File: src/design/amd_regs.svh
`ifndef AMD_REGS_SVH
`define AMD_REGS_SVH

// Opcode page, direct page and zero constants.
`define AMD_PAGE2_PREFIX 8'h18
`define AMD_DIRECT_PAGE_HI 8'h00
`define AMD_ZERO8 8'h00
`define AMD_ZERO16 16'h0000

// Index postbyte fields.
`define AMD_XB_SHORT_RR 7:6
`define AMD_XB_LONG_RR 4:3
`define AMD_XB_LONG_TAG 7:5
`define AMD_XB_FORM 5
`define AMD_XB_OFF5 4:0
`define AMD_XB_OFF5_SIGN 4
`define AMD_XB_ACC_BIT 2
`define AMD_XB_ZS 1:0
`define AMD_XB_Z 1
`define AMD_XB_S 0
`define AMD_XB_P 4
`define AMD_XB_AUTO_N 3:0
`define AMD_XB_AUTO_SIGN 3

// Postbyte field values.
`define AMD_LONG_TAG 3'h7
`define AMD_ZS_INDIRECT 2'h3
`define AMD_ACC_A 2'h0
`define AMD_ACC_B 2'h1
`define AMD_ACC_D 2'h2
`define AMD_BASE_X 2'h0
`define AMD_BASE_Y 2'h1
`define AMD_BASE_SP 2'h2
`define AMD_BASE_PC 2'h3

// Extension byte counts and the auto-step increment.
`define AMD_EXT_NONE 2'h0
`define AMD_EXT_ONE 2'h1
`define AMD_EXT_TWO 2'h2
`define AMD_AUTO_STEP 4'h1

`endif

File: src/design/amd_pkg.sv
package amd_pkg;

    typedef enum logic [3:0] {
        AMD_NO_OPERAND_MODE = 4'h0,
        AMD_LITERAL_OPERAND_MODE_B = 4'h1,
        AMD_LITERAL_OPERAND_MODE_W = 4'h2,
        AMD_DIRECT_PAGE_MODE = 4'h3,
        AMD_FULL_ADDRESS_MODE = 4'h4,
        AMD_RELATIVE_MODE_B = 4'h5,
        AMD_RELATIVE_MODE_W = 4'h6,
        AMD_INDEXED_MODE = 4'h7,
        AMD_POSTBYTE_ONLY_MODE = 4'h8
    } amd_mode_t;

    typedef enum logic [2:0] {
        AMD_SHORT_INDEXED_MODE = 3'b000,
        AMD_AUTO_STEP_MODE = 3'b001,
        AMD_ACC_OFFSET_MODE = 3'b010,
        AMD_NINE_BIT_INDEXED_MODE = 3'b011,
        AMD_SIXTEEN_BIT_INDEXED_MODE = 3'b100,
        AMD_OFFSET_INDIRECT_MODE = 3'b101,
        AMD_DOUBLE_ACC_INDIRECT_MODE = 3'b110
    } amd_idx_t;

    typedef enum logic [2:0] {
        AMD_S_OPCODE = 3'b000,
        AMD_S_POSTBYTE = 3'b001,
        AMD_S_EXTENSION = 3'b010,
        AMD_S_PTR_HI = 3'b011,
        AMD_S_PTR_LO = 3'b100,
        AMD_S_DONE = 3'b101
    } amd_state_t;

endpackage

File: src/design/amd_xb_decode.sv
`timescale 1ns/10ps
`include "amd_regs.svh"

module amd_xb_decode
    import amd_pkg::*;
(
    // Index postbyte.
    input wire logic [7:0] i_xb,
    // Decoded fields.
    output amd_idx_t o_kind,
    output logic [1:0] o_base_sel,
    output logic [1:0] o_ext_cnt,
    output logic [15:0] o_const_off,
    output logic o_post_update,
    output logic [1:0] o_acc_sel
);

    always_comb begin
        o_kind = AMD_SHORT_INDEXED_MODE;
        o_base_sel = i_xb[`AMD_XB_SHORT_RR];
        o_ext_cnt = `AMD_EXT_NONE;
        o_const_off = {{11{i_xb[`AMD_XB_OFF5_SIGN]}}, i_xb[`AMD_XB_OFF5]};
        o_post_update = 1'h0;
        o_acc_sel = i_xb[`AMD_XB_ZS];
        if (i_xb[`AMD_XB_LONG_TAG] == `AMD_LONG_TAG) begin
            o_base_sel = i_xb[`AMD_XB_LONG_RR];
            if (!i_xb[`AMD_XB_ACC_BIT]) begin
                if (i_xb[`AMD_XB_ZS] == `AMD_ZS_INDIRECT) begin
                    o_kind = AMD_OFFSET_INDIRECT_MODE;
                    o_ext_cnt = `AMD_EXT_TWO;
                end else if (i_xb[`AMD_XB_Z]) begin
                    o_kind = AMD_SIXTEEN_BIT_INDEXED_MODE;
                    o_ext_cnt = `AMD_EXT_TWO;
                end else begin
                    o_kind = AMD_NINE_BIT_INDEXED_MODE;
                    o_ext_cnt = `AMD_EXT_ONE;
                end
            end else if (i_xb[`AMD_XB_ZS] == `AMD_ZS_INDIRECT) begin
                o_kind = AMD_DOUBLE_ACC_INDIRECT_MODE;
            end else begin
                o_kind = AMD_ACC_OFFSET_MODE;
            end
        end else if (i_xb[`AMD_XB_FORM]) begin
            // The long-form tag claims rr=11 here, so PC never reaches this branch.
            o_kind = AMD_AUTO_STEP_MODE;
            o_post_update = i_xb[`AMD_XB_P];
            if (i_xb[`AMD_XB_AUTO_SIGN]) begin
                o_const_off = {{12{1'h1}}, i_xb[`AMD_XB_AUTO_N]};
            end else begin
                o_const_off = {12'h000, i_xb[`AMD_XB_AUTO_N] + `AMD_AUTO_STEP};
            end
        end
    end

endmodule

File: src/design/amd_decoder.sv
`timescale 1ns/10ps
`include "amd_regs.svh"

module amd_decoder
    import amd_pkg::*;
#(
    parameter int ADDR_W = 16
)
(
    // Clock and reset.
    input wire logic i_clk,
    input wire logic i_rst_n,
    // Instruction queue.
    input wire logic i_q_valid,
    input wire logic [7:0] i_q_byte,
    input wire amd_mode_t i_q_mode,
    output logic o_q_ready,
    // Core registers.
    input wire logic [ADDR_W-1:0] i_reg_x,
    input wire logic [ADDR_W-1:0] i_reg_y,
    input wire logic [ADDR_W-1:0] i_reg_sp,
    input wire logic [ADDR_W-1:0] i_reg_pc,
    input wire logic [7:0] i_acc_a,
    input wire logic [7:0] i_acc_b,
    // Pointer fetch.
    output logic o_mem_req,
    output logic [ADDR_W-1:0] o_mem_addr,
    input wire logic i_mem_ack,
    input wire logic [7:0] i_mem_data,
    // Decode result.
    output logic o_done,
    output logic o_page2,
    output logic [7:0] o_opcode,
    output amd_mode_t o_mode,
    output logic [7:0] o_postbyte,
    output amd_idx_t o_idx_kind,
    output logic [ADDR_W-1:0] o_ea,
    output logic [ADDR_W-1:0] o_operand,
    output logic o_upd_en,
    output logic [1:0] o_upd_sel,
    output logic [ADDR_W-1:0] o_upd_val
);

    if (ADDR_W != 16) begin : g_width_check
        $error("amd_decoder serves a sixteen-bit address space only");
    end

    amd_state_t state_r;
    amd_state_t state_nxt;
    amd_mode_t mode_r;
    logic page2_r;
    logic [7:0] opc_r;
    logic [7:0] post_r;
    logic [15:0] ext_r;
    logic [1:0] ext_left_r;
    logic [15:0] ptr_r;
    logic take;
    logic [7:0] xb_in;
    amd_idx_t kind;
    logic [1:0] base_sel;
    logic [1:0] xb_ext_cnt;
    logic [15:0] const_off;
    logic post_update;
    logic [1:0] acc_sel;
    logic [15:0] base_val;
    logic [15:0] acc_off;
    logic [15:0] idx_off;
    logic [15:0] idx_sum;
    logic [15:0] ea_calc;
    logic is_indirect;

    function automatic logic [15:0] sext8(input logic [7:0] v);
        return {{8{v[7]}}, v};
    endfunction

    function automatic logic [1:0] mode_ext_cnt(input amd_mode_t m);
        case (m)
            AMD_LITERAL_OPERAND_MODE_B, AMD_DIRECT_PAGE_MODE,
            AMD_RELATIVE_MODE_B: return `AMD_EXT_ONE;
            AMD_LITERAL_OPERAND_MODE_W, AMD_FULL_ADDRESS_MODE,
            AMD_RELATIVE_MODE_W: return `AMD_EXT_TWO;
            default: return `AMD_EXT_NONE;
        endcase
    endfunction

    function automatic logic consumes(input amd_state_t s);
        return (s == AMD_S_OPCODE) || (s == AMD_S_POSTBYTE) || (s == AMD_S_EXTENSION);
    endfunction

    assign take = o_q_ready & i_q_valid;
    // The postbyte is decoded live while it is taken, and from its register afterwards.
    assign xb_in = (state_r == AMD_S_POSTBYTE) ? i_q_byte : post_r;
    assign is_indirect = (kind == AMD_OFFSET_INDIRECT_MODE)
        || (kind == AMD_DOUBLE_ACC_INDIRECT_MODE);

    amd_xb_decode u_xb_decode (
        .i_xb(xb_in),
        .o_kind(kind),
        .o_base_sel(base_sel),
        .o_ext_cnt(xb_ext_cnt),
        .o_const_off(const_off),
        .o_post_update(post_update),
        .o_acc_sel(acc_sel)
    );

    always_comb begin
        case (base_sel)
            `AMD_BASE_X: base_val = i_reg_x;
            `AMD_BASE_Y: base_val = i_reg_y;
            `AMD_BASE_SP: base_val = i_reg_sp;
            default: base_val = i_reg_pc;
        endcase
        case (acc_sel)
            `AMD_ACC_A: acc_off = {`AMD_ZERO8, i_acc_a};
            `AMD_ACC_B: acc_off = {`AMD_ZERO8, i_acc_b};
            default: acc_off = {i_acc_a, i_acc_b};
        endcase
        case (kind)
            AMD_NINE_BIT_INDEXED_MODE: idx_off = {{8{post_r[`AMD_XB_S]}}, ext_r[7:0]};
            AMD_SIXTEEN_BIT_INDEXED_MODE, AMD_OFFSET_INDIRECT_MODE: idx_off = ext_r;
            AMD_ACC_OFFSET_MODE, AMD_DOUBLE_ACC_INDIRECT_MODE: idx_off = acc_off;
            default: idx_off = const_off;
        endcase
        idx_sum = base_val + idx_off;
    end

    always_comb begin
        case (mode_r)
            AMD_DIRECT_PAGE_MODE: ea_calc = {`AMD_DIRECT_PAGE_HI, ext_r[7:0]};
            AMD_FULL_ADDRESS_MODE: ea_calc = ext_r;
            AMD_RELATIVE_MODE_B: ea_calc = i_reg_pc + sext8(ext_r[7:0]);
            AMD_RELATIVE_MODE_W: ea_calc = i_reg_pc + ext_r;
            AMD_INDEXED_MODE: begin
                if (is_indirect) begin
                    ea_calc = ptr_r;
                end else if (kind == AMD_AUTO_STEP_MODE && post_update) begin
                    ea_calc = base_val;
                end else begin
                    ea_calc = idx_sum;
                end
            end
            default: ea_calc = `AMD_ZERO16;
        endcase
    end

    always_comb begin
        state_nxt = state_r;
        case (state_r)
            AMD_S_OPCODE: begin
                if (take && !(i_q_byte == `AMD_PAGE2_PREFIX && !page2_r)) begin
                    case (i_q_mode)
                        AMD_NO_OPERAND_MODE: state_nxt = AMD_S_DONE;
                        AMD_INDEXED_MODE, AMD_POSTBYTE_ONLY_MODE: state_nxt = AMD_S_POSTBYTE;
                        default: state_nxt = AMD_S_EXTENSION;
                    endcase
                end
            end
            AMD_S_POSTBYTE: begin
                if (take) begin
                    if (mode_r == AMD_POSTBYTE_ONLY_MODE) begin
                        state_nxt = AMD_S_DONE;
                    end else if (xb_ext_cnt != `AMD_EXT_NONE) begin
                        state_nxt = AMD_S_EXTENSION;
                    end else if (kind == AMD_DOUBLE_ACC_INDIRECT_MODE) begin
                        state_nxt = AMD_S_PTR_HI;
                    end else begin
                        state_nxt = AMD_S_DONE;
                    end
                end
            end
            AMD_S_EXTENSION: begin
                if (take && ext_left_r == `AMD_EXT_ONE) begin
                    if (mode_r == AMD_INDEXED_MODE && kind == AMD_OFFSET_INDIRECT_MODE) begin
                        state_nxt = AMD_S_PTR_HI;
                    end else begin
                        state_nxt = AMD_S_DONE;
                    end
                end
            end
            AMD_S_PTR_HI: begin
                if (i_mem_ack) begin
                    state_nxt = AMD_S_PTR_LO;
                end
            end
            AMD_S_PTR_LO: begin
                if (i_mem_ack) begin
                    state_nxt = AMD_S_DONE;
                end
            end
            default: state_nxt = AMD_S_OPCODE;
        endcase
    end

    always_ff @(posedge i_clk) begin
        if (!i_rst_n) begin
            state_r <= AMD_S_OPCODE;
            o_q_ready <= 1'h0;
        end else begin
            state_r <= state_nxt;
            o_q_ready <= consumes(state_nxt);
        end
    end

    always_ff @(posedge i_clk) begin
        if (!i_rst_n) begin
            page2_r <= 1'h0;
            opc_r <= `AMD_ZERO8;
            mode_r <= AMD_NO_OPERAND_MODE;
            post_r <= `AMD_ZERO8;
        end else if (state_r == AMD_S_DONE) begin
            page2_r <= 1'h0;
        end else if (take && state_r == AMD_S_OPCODE) begin
            if (i_q_byte == `AMD_PAGE2_PREFIX && !page2_r) begin
                page2_r <= 1'h1;
            end else begin
                opc_r <= i_q_byte;
                mode_r <= i_q_mode;
            end
        end else if (take && state_r == AMD_S_POSTBYTE) begin
            post_r <= i_q_byte;
        end
    end

    always_ff @(posedge i_clk) begin
        if (!i_rst_n) begin
            ext_r <= `AMD_ZERO16;
            ext_left_r <= `AMD_EXT_NONE;
        end else if (take && state_r == AMD_S_OPCODE) begin
            ext_r <= `AMD_ZERO16;
            ext_left_r <= mode_ext_cnt(i_q_mode);
        end else if (take && state_r == AMD_S_POSTBYTE) begin
            ext_left_r <= (mode_r == AMD_POSTBYTE_ONLY_MODE) ? `AMD_EXT_NONE : xb_ext_cnt;
        end else if (take && state_r == AMD_S_EXTENSION) begin
            ext_r <= {ext_r[7:0], i_q_byte};
            ext_left_r <= ext_left_r - `AMD_EXT_ONE;
        end
    end

    always_ff @(posedge i_clk) begin
        if (!i_rst_n) begin
            o_mem_req <= 1'h0;
            o_mem_addr <= `AMD_ZERO16;
            ptr_r <= `AMD_ZERO16;
        end else if (state_r == AMD_S_PTR_HI && !o_mem_req) begin
            o_mem_req <= 1'h1;
            o_mem_addr <= idx_sum;
        end else if (i_mem_ack && state_r == AMD_S_PTR_HI) begin
            ptr_r[15:8] <= i_mem_data;
            o_mem_addr <= o_mem_addr + `AMD_EXT_ONE;
        end else if (i_mem_ack && state_r == AMD_S_PTR_LO) begin
            ptr_r[7:0] <= i_mem_data;
            o_mem_req <= 1'h0;
        end
    end

    always_ff @(posedge i_clk) begin
        if (!i_rst_n) begin
            o_done <= 1'h0;
            o_page2 <= 1'h0;
            o_opcode <= `AMD_ZERO8;
            o_mode <= AMD_NO_OPERAND_MODE;
            o_postbyte <= `AMD_ZERO8;
            o_idx_kind <= AMD_SHORT_INDEXED_MODE;
            o_ea <= `AMD_ZERO16;
            o_operand <= `AMD_ZERO16;
            o_upd_en <= 1'h0;
            o_upd_sel <= `AMD_BASE_X;
            o_upd_val <= `AMD_ZERO16;
        end else begin
            o_done <= (state_r == AMD_S_DONE);
            if (state_r == AMD_S_DONE) begin
                o_page2 <= page2_r;
                o_opcode <= opc_r;
                o_mode <= mode_r;
                o_postbyte <= post_r;
                o_idx_kind <= kind;
                o_ea <= ea_calc;
                o_operand <= (mode_r == AMD_LITERAL_OPERAND_MODE_B
                    || mode_r == AMD_LITERAL_OPERAND_MODE_W
                    || mode_r == AMD_POSTBYTE_ONLY_MODE) ? ext_r : `AMD_ZERO16;
                o_upd_en <= (mode_r == AMD_INDEXED_MODE) && (kind == AMD_AUTO_STEP_MODE);
                o_upd_sel <= base_sel;
                o_upd_val <= idx_sum;
            end
        end
    end
endmodule

File: config.mk
export PLATFORM = sky130hd
export DESIGN_NAME = amd_decoder
export DESIGN_NICKNAME = d
export VERILOG_FILES = /design/src/design/amd_pkg.sv /design/src/design/amd_xb_decode.sv /design/src/design/amd_decoder.sv
export VERILOG_INCLUDE_DIRS = /design/src /design/src/design
export SDC_FILE = /design/constraint.sdc
export NUM_CORES = 1
export LEC_CHECK = 0
export BUFFER_PORTS_ARGS = -buffer_cell sky130_fd_sc_hd__buf_2
export CAP_MARGIN = 10
export CORE_MARGIN = 2
export CORE_UTILIZATION = 40
export DETAILED_ROUTE_END_ITERATION = 10
export HOLD_SLACK_MARGIN = 0.05
export PLACE_DENSITY = 0.71
export SLEW_MARGIN = 10
export SYNTH_ARGS = -nofsm -noshare
export SYNTH_HDL_FRONTEND = slang
export SYNTH_SLANG_ARGS = --single-unit
File: constraint.sdc
create_clock -name i_clk -period 11.45 [get_ports i_clk]
set_input_delay 2.29 -clock i_clk [delete_from_list [all_inputs] [get_ports i_clk]]
set_output_delay 2.29 -clock i_clk [all_outputs]
set_load 0.01 [all_outputs]
**Yosys cells after proc, flatten, opt, wreduce, memory -nomap -nowiden**

Cells that the tools add are included.
W data, S select, Z words.

- Logic and storage cells: 162
- Register bits after elaboration: 152
- Output and inout port bits: 94
- Input bits: 104

- Eq/ne operators: 37
- Reduce and logical (&&, ||, !) cells: 43
- Multiplexer cells: 45
- Bitwise gates (word level): 8
- Add/subtract/negate cells: 6

Operator list:

| kind | count |
|---|---|
| $mux W16 | 8 |
| $pmux W16 S3 | 2 |
| $pmux W16 S5 | 1 |
| $add A16 B16 Y16 | 3 |
| $mux W3 | 14 |
| $eq A4 B3 Y1 const B | 8 |
| $pmux W16 S2 | 1 |
| $eq A3 B3 Y1 const B | 6 |
| $mux W2 | 9 |
| $add A16 B1 Y16 const B | 1 |
| $eq A4 B2 Y1 const B | 4 |
| $eq A3 B2 Y1 const B | 5 |
| $pmux W3 S5 | 1 |
| $logic_and A1 B1 Y1 | 12 |
| $reduce_or A2 Y1 | 5 |
| $eq A3 B1 Y1 const B | 3 |
| $reduce_and A3 Y1 | 3 |
| $eq A4 B1 Y1 const B | 2 |
| $eq A4 B4 Y1 const B | 2 |
| $eq A8 B5 Y1 const B | 1 |
| $mux W8 | 1 |
| $reduce_and A2 Y1 | 4 |
| $not A1 Y1 | 7 |
| $eq A2 B1 Y1 const B | 3 |
| 16 further kinds | 33 |

**Depth between registers and ports, before layout**

- Depth in word-level cells: 15
- Gate-level depth with buffers: 24
- Mapped depth without buffers: 20

**Modules after synthesis**

From an unflattened synthesis, not the netlist that was laid out.

- Cell total of the unflattened synthesis: 1066
- Area, all modules: 8871.0 um^2

By module, submodules not included:

| module | area an instance (um^2) | times used | cells each | seq. area each (um^2) |
|---|---|---|---|---|
| amd_decoder | 8559.5 | 1 | 1023 | 3042.9 |
| amd_xb_decode | 311.5 | 1 | 43 | 0.0 |

**Least setup slack after synthesis**

OpenSTA, ideal clock, no wires.

- Kind: input -> register
- Start point: input port i_q_byte[1]
- End point: register o_upd_val[14]
- Buffers on the path: 2
- Data arrival time: 6.019 ns
- Stages: 19
- Data required time: 11.333 ns
- Setup time: 0.117 ns
- Setup slack: 5.314 ns
- Cell sequence: clkbuf_1 > nand2_1 > nand2_1 > ha_1 > nor2_2 > o21a_1 > clkbuf_1 > a21oi_1 > o21ai_1 > ha_1 > fa_1 > a211oi_1 > o21ai_1 > a2111oi_2 > o41ai_1 > a31o_2 > a21oi_1 > xnor2_1 > a22o_1

- Longest elaborated chain between the ends: 9
- Elaborated cells between the ends (all ways): 23
- Those cells by class: add/sub: 2; eq/ne: 7; mux: 11; reduce/logical: 3

Ends and longest elaborated chain:

| element | line | RTL |
|---|---|---|
| start: declaration | amd_decoder.sv:15 | `input wire logic [7:0] i_q_byte,` |
| $mux W8 * | amd_decoder.sv:92 | `assign xb_in = (state_r == AMD_S_POSTBYTE) ? i_q_byte : post_r;` |
| $eq A2 B2 Y1 (no line) or $mux W3 (tied branches) | -- |  |
| $mux W3 (on tied branches) | amd_xb_decode.sv:28, amd_xb_decode.sv:38 |  |
| $mux W3 | amd_xb_decode.sv:27 | `` if (!i_xb[`AMD_XB_ACC_BIT]) begin `` |
| $mux W3 | amd_xb_decode.sv:25 | `` if (i_xb[`AMD_XB_LONG_TAG] == `AMD_LONG_TAG) begin `` |
| $eq A3 B3 Y1 or $eq A3 B2 Y1 (tied branches) | amd_decoder.sv:118 | `case (kind)` |
| $reduce_or A2 Y1 | amd_decoder.sv:118 |  |
| $pmux W16 S3 * | amd_decoder.sv:118 |  |
| $add A16 B16 Y16 * | amd_decoder.sv:124 | `idx_sum = base_val + idx_off;` |
| end signal: assignment | amd_decoder.sv:268 | `` o_upd_val <= `AMD_ZERO16; `` |
| end signal: assignment | amd_decoder.sv:283 | `o_upd_val <= idx_sum;` |
| end: declaration | amd_decoder.sv:41 | `output logic [ADDR_W-1:0] o_upd_val` |

Every way passes the cells marked *; elsewhere a longest branch is shown, timed or not.
A chain may end at the register's enable or synchronous reset.

**Worst setup path after layout**

Ends and elaborated chain as after synthesis.

==> impl_metrics.env <==
export IMPL_run_status="complete, no violations"
export IMPL_grt_max_degree=60
export IMPL_numCtsBuffers=17
export IMPL_placementRows=54
export IMPL_p_leak_nw=4.44
export IMPL_netlist_instances=1060
export IMPL_finalCritPeriodShare_pct=55.1
export IMPL_required_ns=11.79
export IMPL_hold_viol_final=0
export IMPL_die_w_um=153
export IMPL_hp_class="reg2reg"
export IMPL_dr_pass1_iters=5
export IMPL_cts_setup_buffers=0
export IMPL_worstSetupStartpoint="i_q_byte[1]"
export IMPL_ctsResizeCount=0
export IMPL_nFillCells=2109
export IMPL_yosysUniqueCellTypes=74
export IMPL_vias_per_cell=5.78
export IMPL_final_nets=1360
export IMPL_diodes=0
export IMPL_grt_overflow=0
export IMPL_hold_buffers=0
export IMPL_drt_wl_total_um=31400
export IMPL_path_clk_slew_ns=0.07
export IMPL_place_congestion=0.937
export IMPL_tightest_slew_ns=1.26
export IMPL_crit_arrival_ns=6.65
export IMPL_async_flop_share_pct=0
export IMPL_grt_pass1_vias=8173
export IMPL_rr_endpoint="o_upd_val[14]$_SDFFE_PN0P_"
export IMPL_slew_headroom_pct=15.8
export IMPL_total_power_w=0.00131
export IMPL_reg2reg_depth=20
export IMPL_setup_tns_ns=0
export IMPL_hpwl_um=23900
export IMPL_vias=8730
export IMPL_r2r_start="state_r[0]$_SDFF_PN0_"
export IMPL_fin_worst_skew_ns=0.00891
export IMPL_finalCoreUtilization_pct=48.3
export IMPL_clock_latency_ns=0.44
export IMPL_layout_min_cycle_time_ns=6.31
export IMPL_start_util_pct=40.7
export IMPL_crit_fanout=16
export IMPL_ys_top_cells_by_count="dfxtp_1 (152), nand2_1 (152), a21oi_1 (102), nor2_1 (86), mux2i_1 (52)"
export IMPL_clockRootBuffer="clkbuf_16"
export IMPL_hold_slack_ns=0.455
export IMPL_core_mm2=0.0218
export IMPL_finalSetupViolCount=0
export IMPL_wl_per_cell_um=20.8
export IMPL_critPathCaptureType="register"
export IMPL_htreeDepth=4
export IMPL_multi_input_comb_area_mm2=0.00546
export IMPL_io_pins=198
export IMPL_ys_ff_latch=152
export IMPL_synthesis_nets=1202
export IMPL_slew_violations=0
export IMPL_ir_drop_v=0.0000595
export IMPL_drtAntennaViolNets=0
export IMPL_synthFlopType="dfxtp_1"
export IMPL_ys_seq_area_share_pct=34.4
export IMPL_postSynthAreaPerCell_um2=8.35
export IMPL_antenna_found_initial=0
export IMPL_r2r_slack_ns=5.87
export IMPL_power_density_mw_per_mm2=124
export IMPL_cp_start_kind="primary input"
export IMPL_cts_sinks=152
export IMPL_drive_gt1_share_pct=23.2
export IMPL_setup_worst_path_class="in2reg"
export IMPL_syn_to_final_growth_pct=18.8
export IMPL_final_cells=1511
export IMPL_clock_fmax_ghz=0.158
export IMPL_portBuffers=197
export IMPL_rsz0062_at_grt="no"
export IMPL_synth_edff_count=0
export IMPL_cts_max_path_buffers=2
export IMPL_ys_warn_count=0
export IMPL_dp_cells=1479
export IMPL_grt_pass1_wl_um=47700
export IMPL_synthTopCellsByArea="dfxtp_1 (34%), nand2_1 (6.4%), mux2i_1 (5.9%)"
export IMPL_cp_endpoint="o_upd_val[14]$_SDFFE_PN0P_"
export IMPL_yosys_area_top_type="dfxtp_1"
export IMPL_die_area_mm2=0.0233
export IMPL_first_iter_violations=911
export IMPL_dieHeight_um=153
export IMPL_cap_violations=0
export IMPL_regArea_mm2=0.00304
export IMPL_yosys_area_top_type_share_pct=34.4
export IMPL_drc=0
export IMPL_cts_tree="yes"
export IMPL_syn_area_mm2=0.00885
export IMPL_grt_total_usage_pct=26.2
[routing by layer]
metal / vias up / share of wire (%) / GRT usage [%]
li1: 4188 / - / -
met1: 4051 / 44 / 35.8
met2: 439 / 44 / 40.6
met3: 52 / 9.8 / 6.29
met4: 0 / 2.7 / 8.99
met5: - / 0 / 0
[metrics by stage]
| step | instance area, um2 | setup slack [ns] |
|---|---|---|
| final | 10500 | 5.14 |
| after global routing | 10500 | 4.81 |
| after CTS | 10500 | 5.22 |
| after detailed placement | 9940 | 4.81 |
| after global placement | 9940 | 4.95 |
| after floorplan | 8850 | 5.31 |
[worst min-delay path by stage]
| stage | to | start | slack (ns) | cells after the start |
|---|---|---|---|---|
| 2_1_floorplan | ptr_r[0]$_SDFFE_PN0P_ | ptr_r[0]$_SDFFE_PN0P_ | 0.43 | 2 |
| 3_3_place_gp | o_upd_val[0]$_SDFFE_PN0P_ | o_upd_val[0]$_SDFFE_PN0P_ | 0.44 | 2 |
| 3_5_place_dp | o_upd_val[0]$_SDFFE_PN0P_ | o_upd_val[0]$_SDFFE_PN0P_ | 0.45 | 2 |
| 4_1_cts | ptr_r[1]$_SDFFE_PN0P_ | ptr_r[1]$_SDFFE_PN0P_ | 0.46 | 2 |
| 5_1_grt | ptr_r[1]$_SDFFE_PN0P_ | ptr_r[1]$_SDFFE_PN0P_ | 0.47 | 2 |
| 6_report | opc_r[5]$_SDFFE_PN0P_ | opc_r[5]$_SDFFE_PN0P_ | 0.46 | 2 |
[worst max-delay path, cell delays in order]
cell,delay (ns)
buf_2,0.19
nand2_1,0.09
nand2_1,0.11
ha_1,0.27
nor2_2,0.19
o21a_1,0.46
nor2_1,0.10
a21oi_1,0.17
o21ai_1,0.09
ha_1,0.28
fa_1,0.50
a211oi_1,0.36
o21ai_1,0.19
a2111oi_2,0.41
o41ai_1,0.18
a31o_2,0.27
a21oi_1,0.18
xnor2_1,0.13
a22o_1,0.21
[final cells by class]
class                   count  area share (%)
repair buffers            205            9.95
clock buffers              17            4.05
well taps                 280            3.33
flip-flops and latches    152            28.9
clock inverters            15            1.38
inverters                  13           0.464
multi-input cells         829            51.9
[sequential cells by signal, summed over array words and instances, names as in the netlist, 2 cells and up]
register,cells
mode_r,4
ext_r,16
o_upd_val,16
o_idx_kind,3
state_r,3
o_operand,16
o_upd_sel,2
post_r,8
o_opcode,8
o_mem_addr,16
ext_left_r,2
opc_r,8
o_postbyte,8
ptr_r,16
o_ea,16
o_mode,4
[power breakdown]
group          switching, W  internal [W]  total (W)
combinational      0.000133     0.0000746   0.000208
sequential       0.00000979      0.000536   0.000545
clock              0.000250      0.000303   0.000553
[cells by family (layout without fill, tap and decap cells)]
logic type | count (synthesis) | count (layout) | share of synthesized area [%]
buffers and inverters | 79 | 250 | 4.23
adders and majority gates | 38 | 38 | 5.54
DFF | 152 | 152 | 34.4
AOI/OAI and AO/OA | 350 | 350 | 27.1
and+or+nand+nor | 333 | 333 | 17.0
xor gates and xnor gates | 43 | 43 | 4.25
muxes | 65 | 65 | 7.56
[cells in the final DEF, fill, tap and decap left out, types with 12 or more instances in the layout]
cell / n
buf_2: 197
nand2_1: 152
dfxtp_1: 152
a21oi_1: 101
nor2_1: 86
mux2i_1: 52
a22o_1: 51
o21ai_0: 42
ha_1: 36
a22oi_1: 29
a211oi_1: 25
nand3_1: 22
xnor2_1: 22
xor2_1: 21
clkbuf_16: 17
o21ai_1: 16
and3_1: 13
mux2_2: 12
a31oi_1: 12
(Power assumes the default switching activity.)
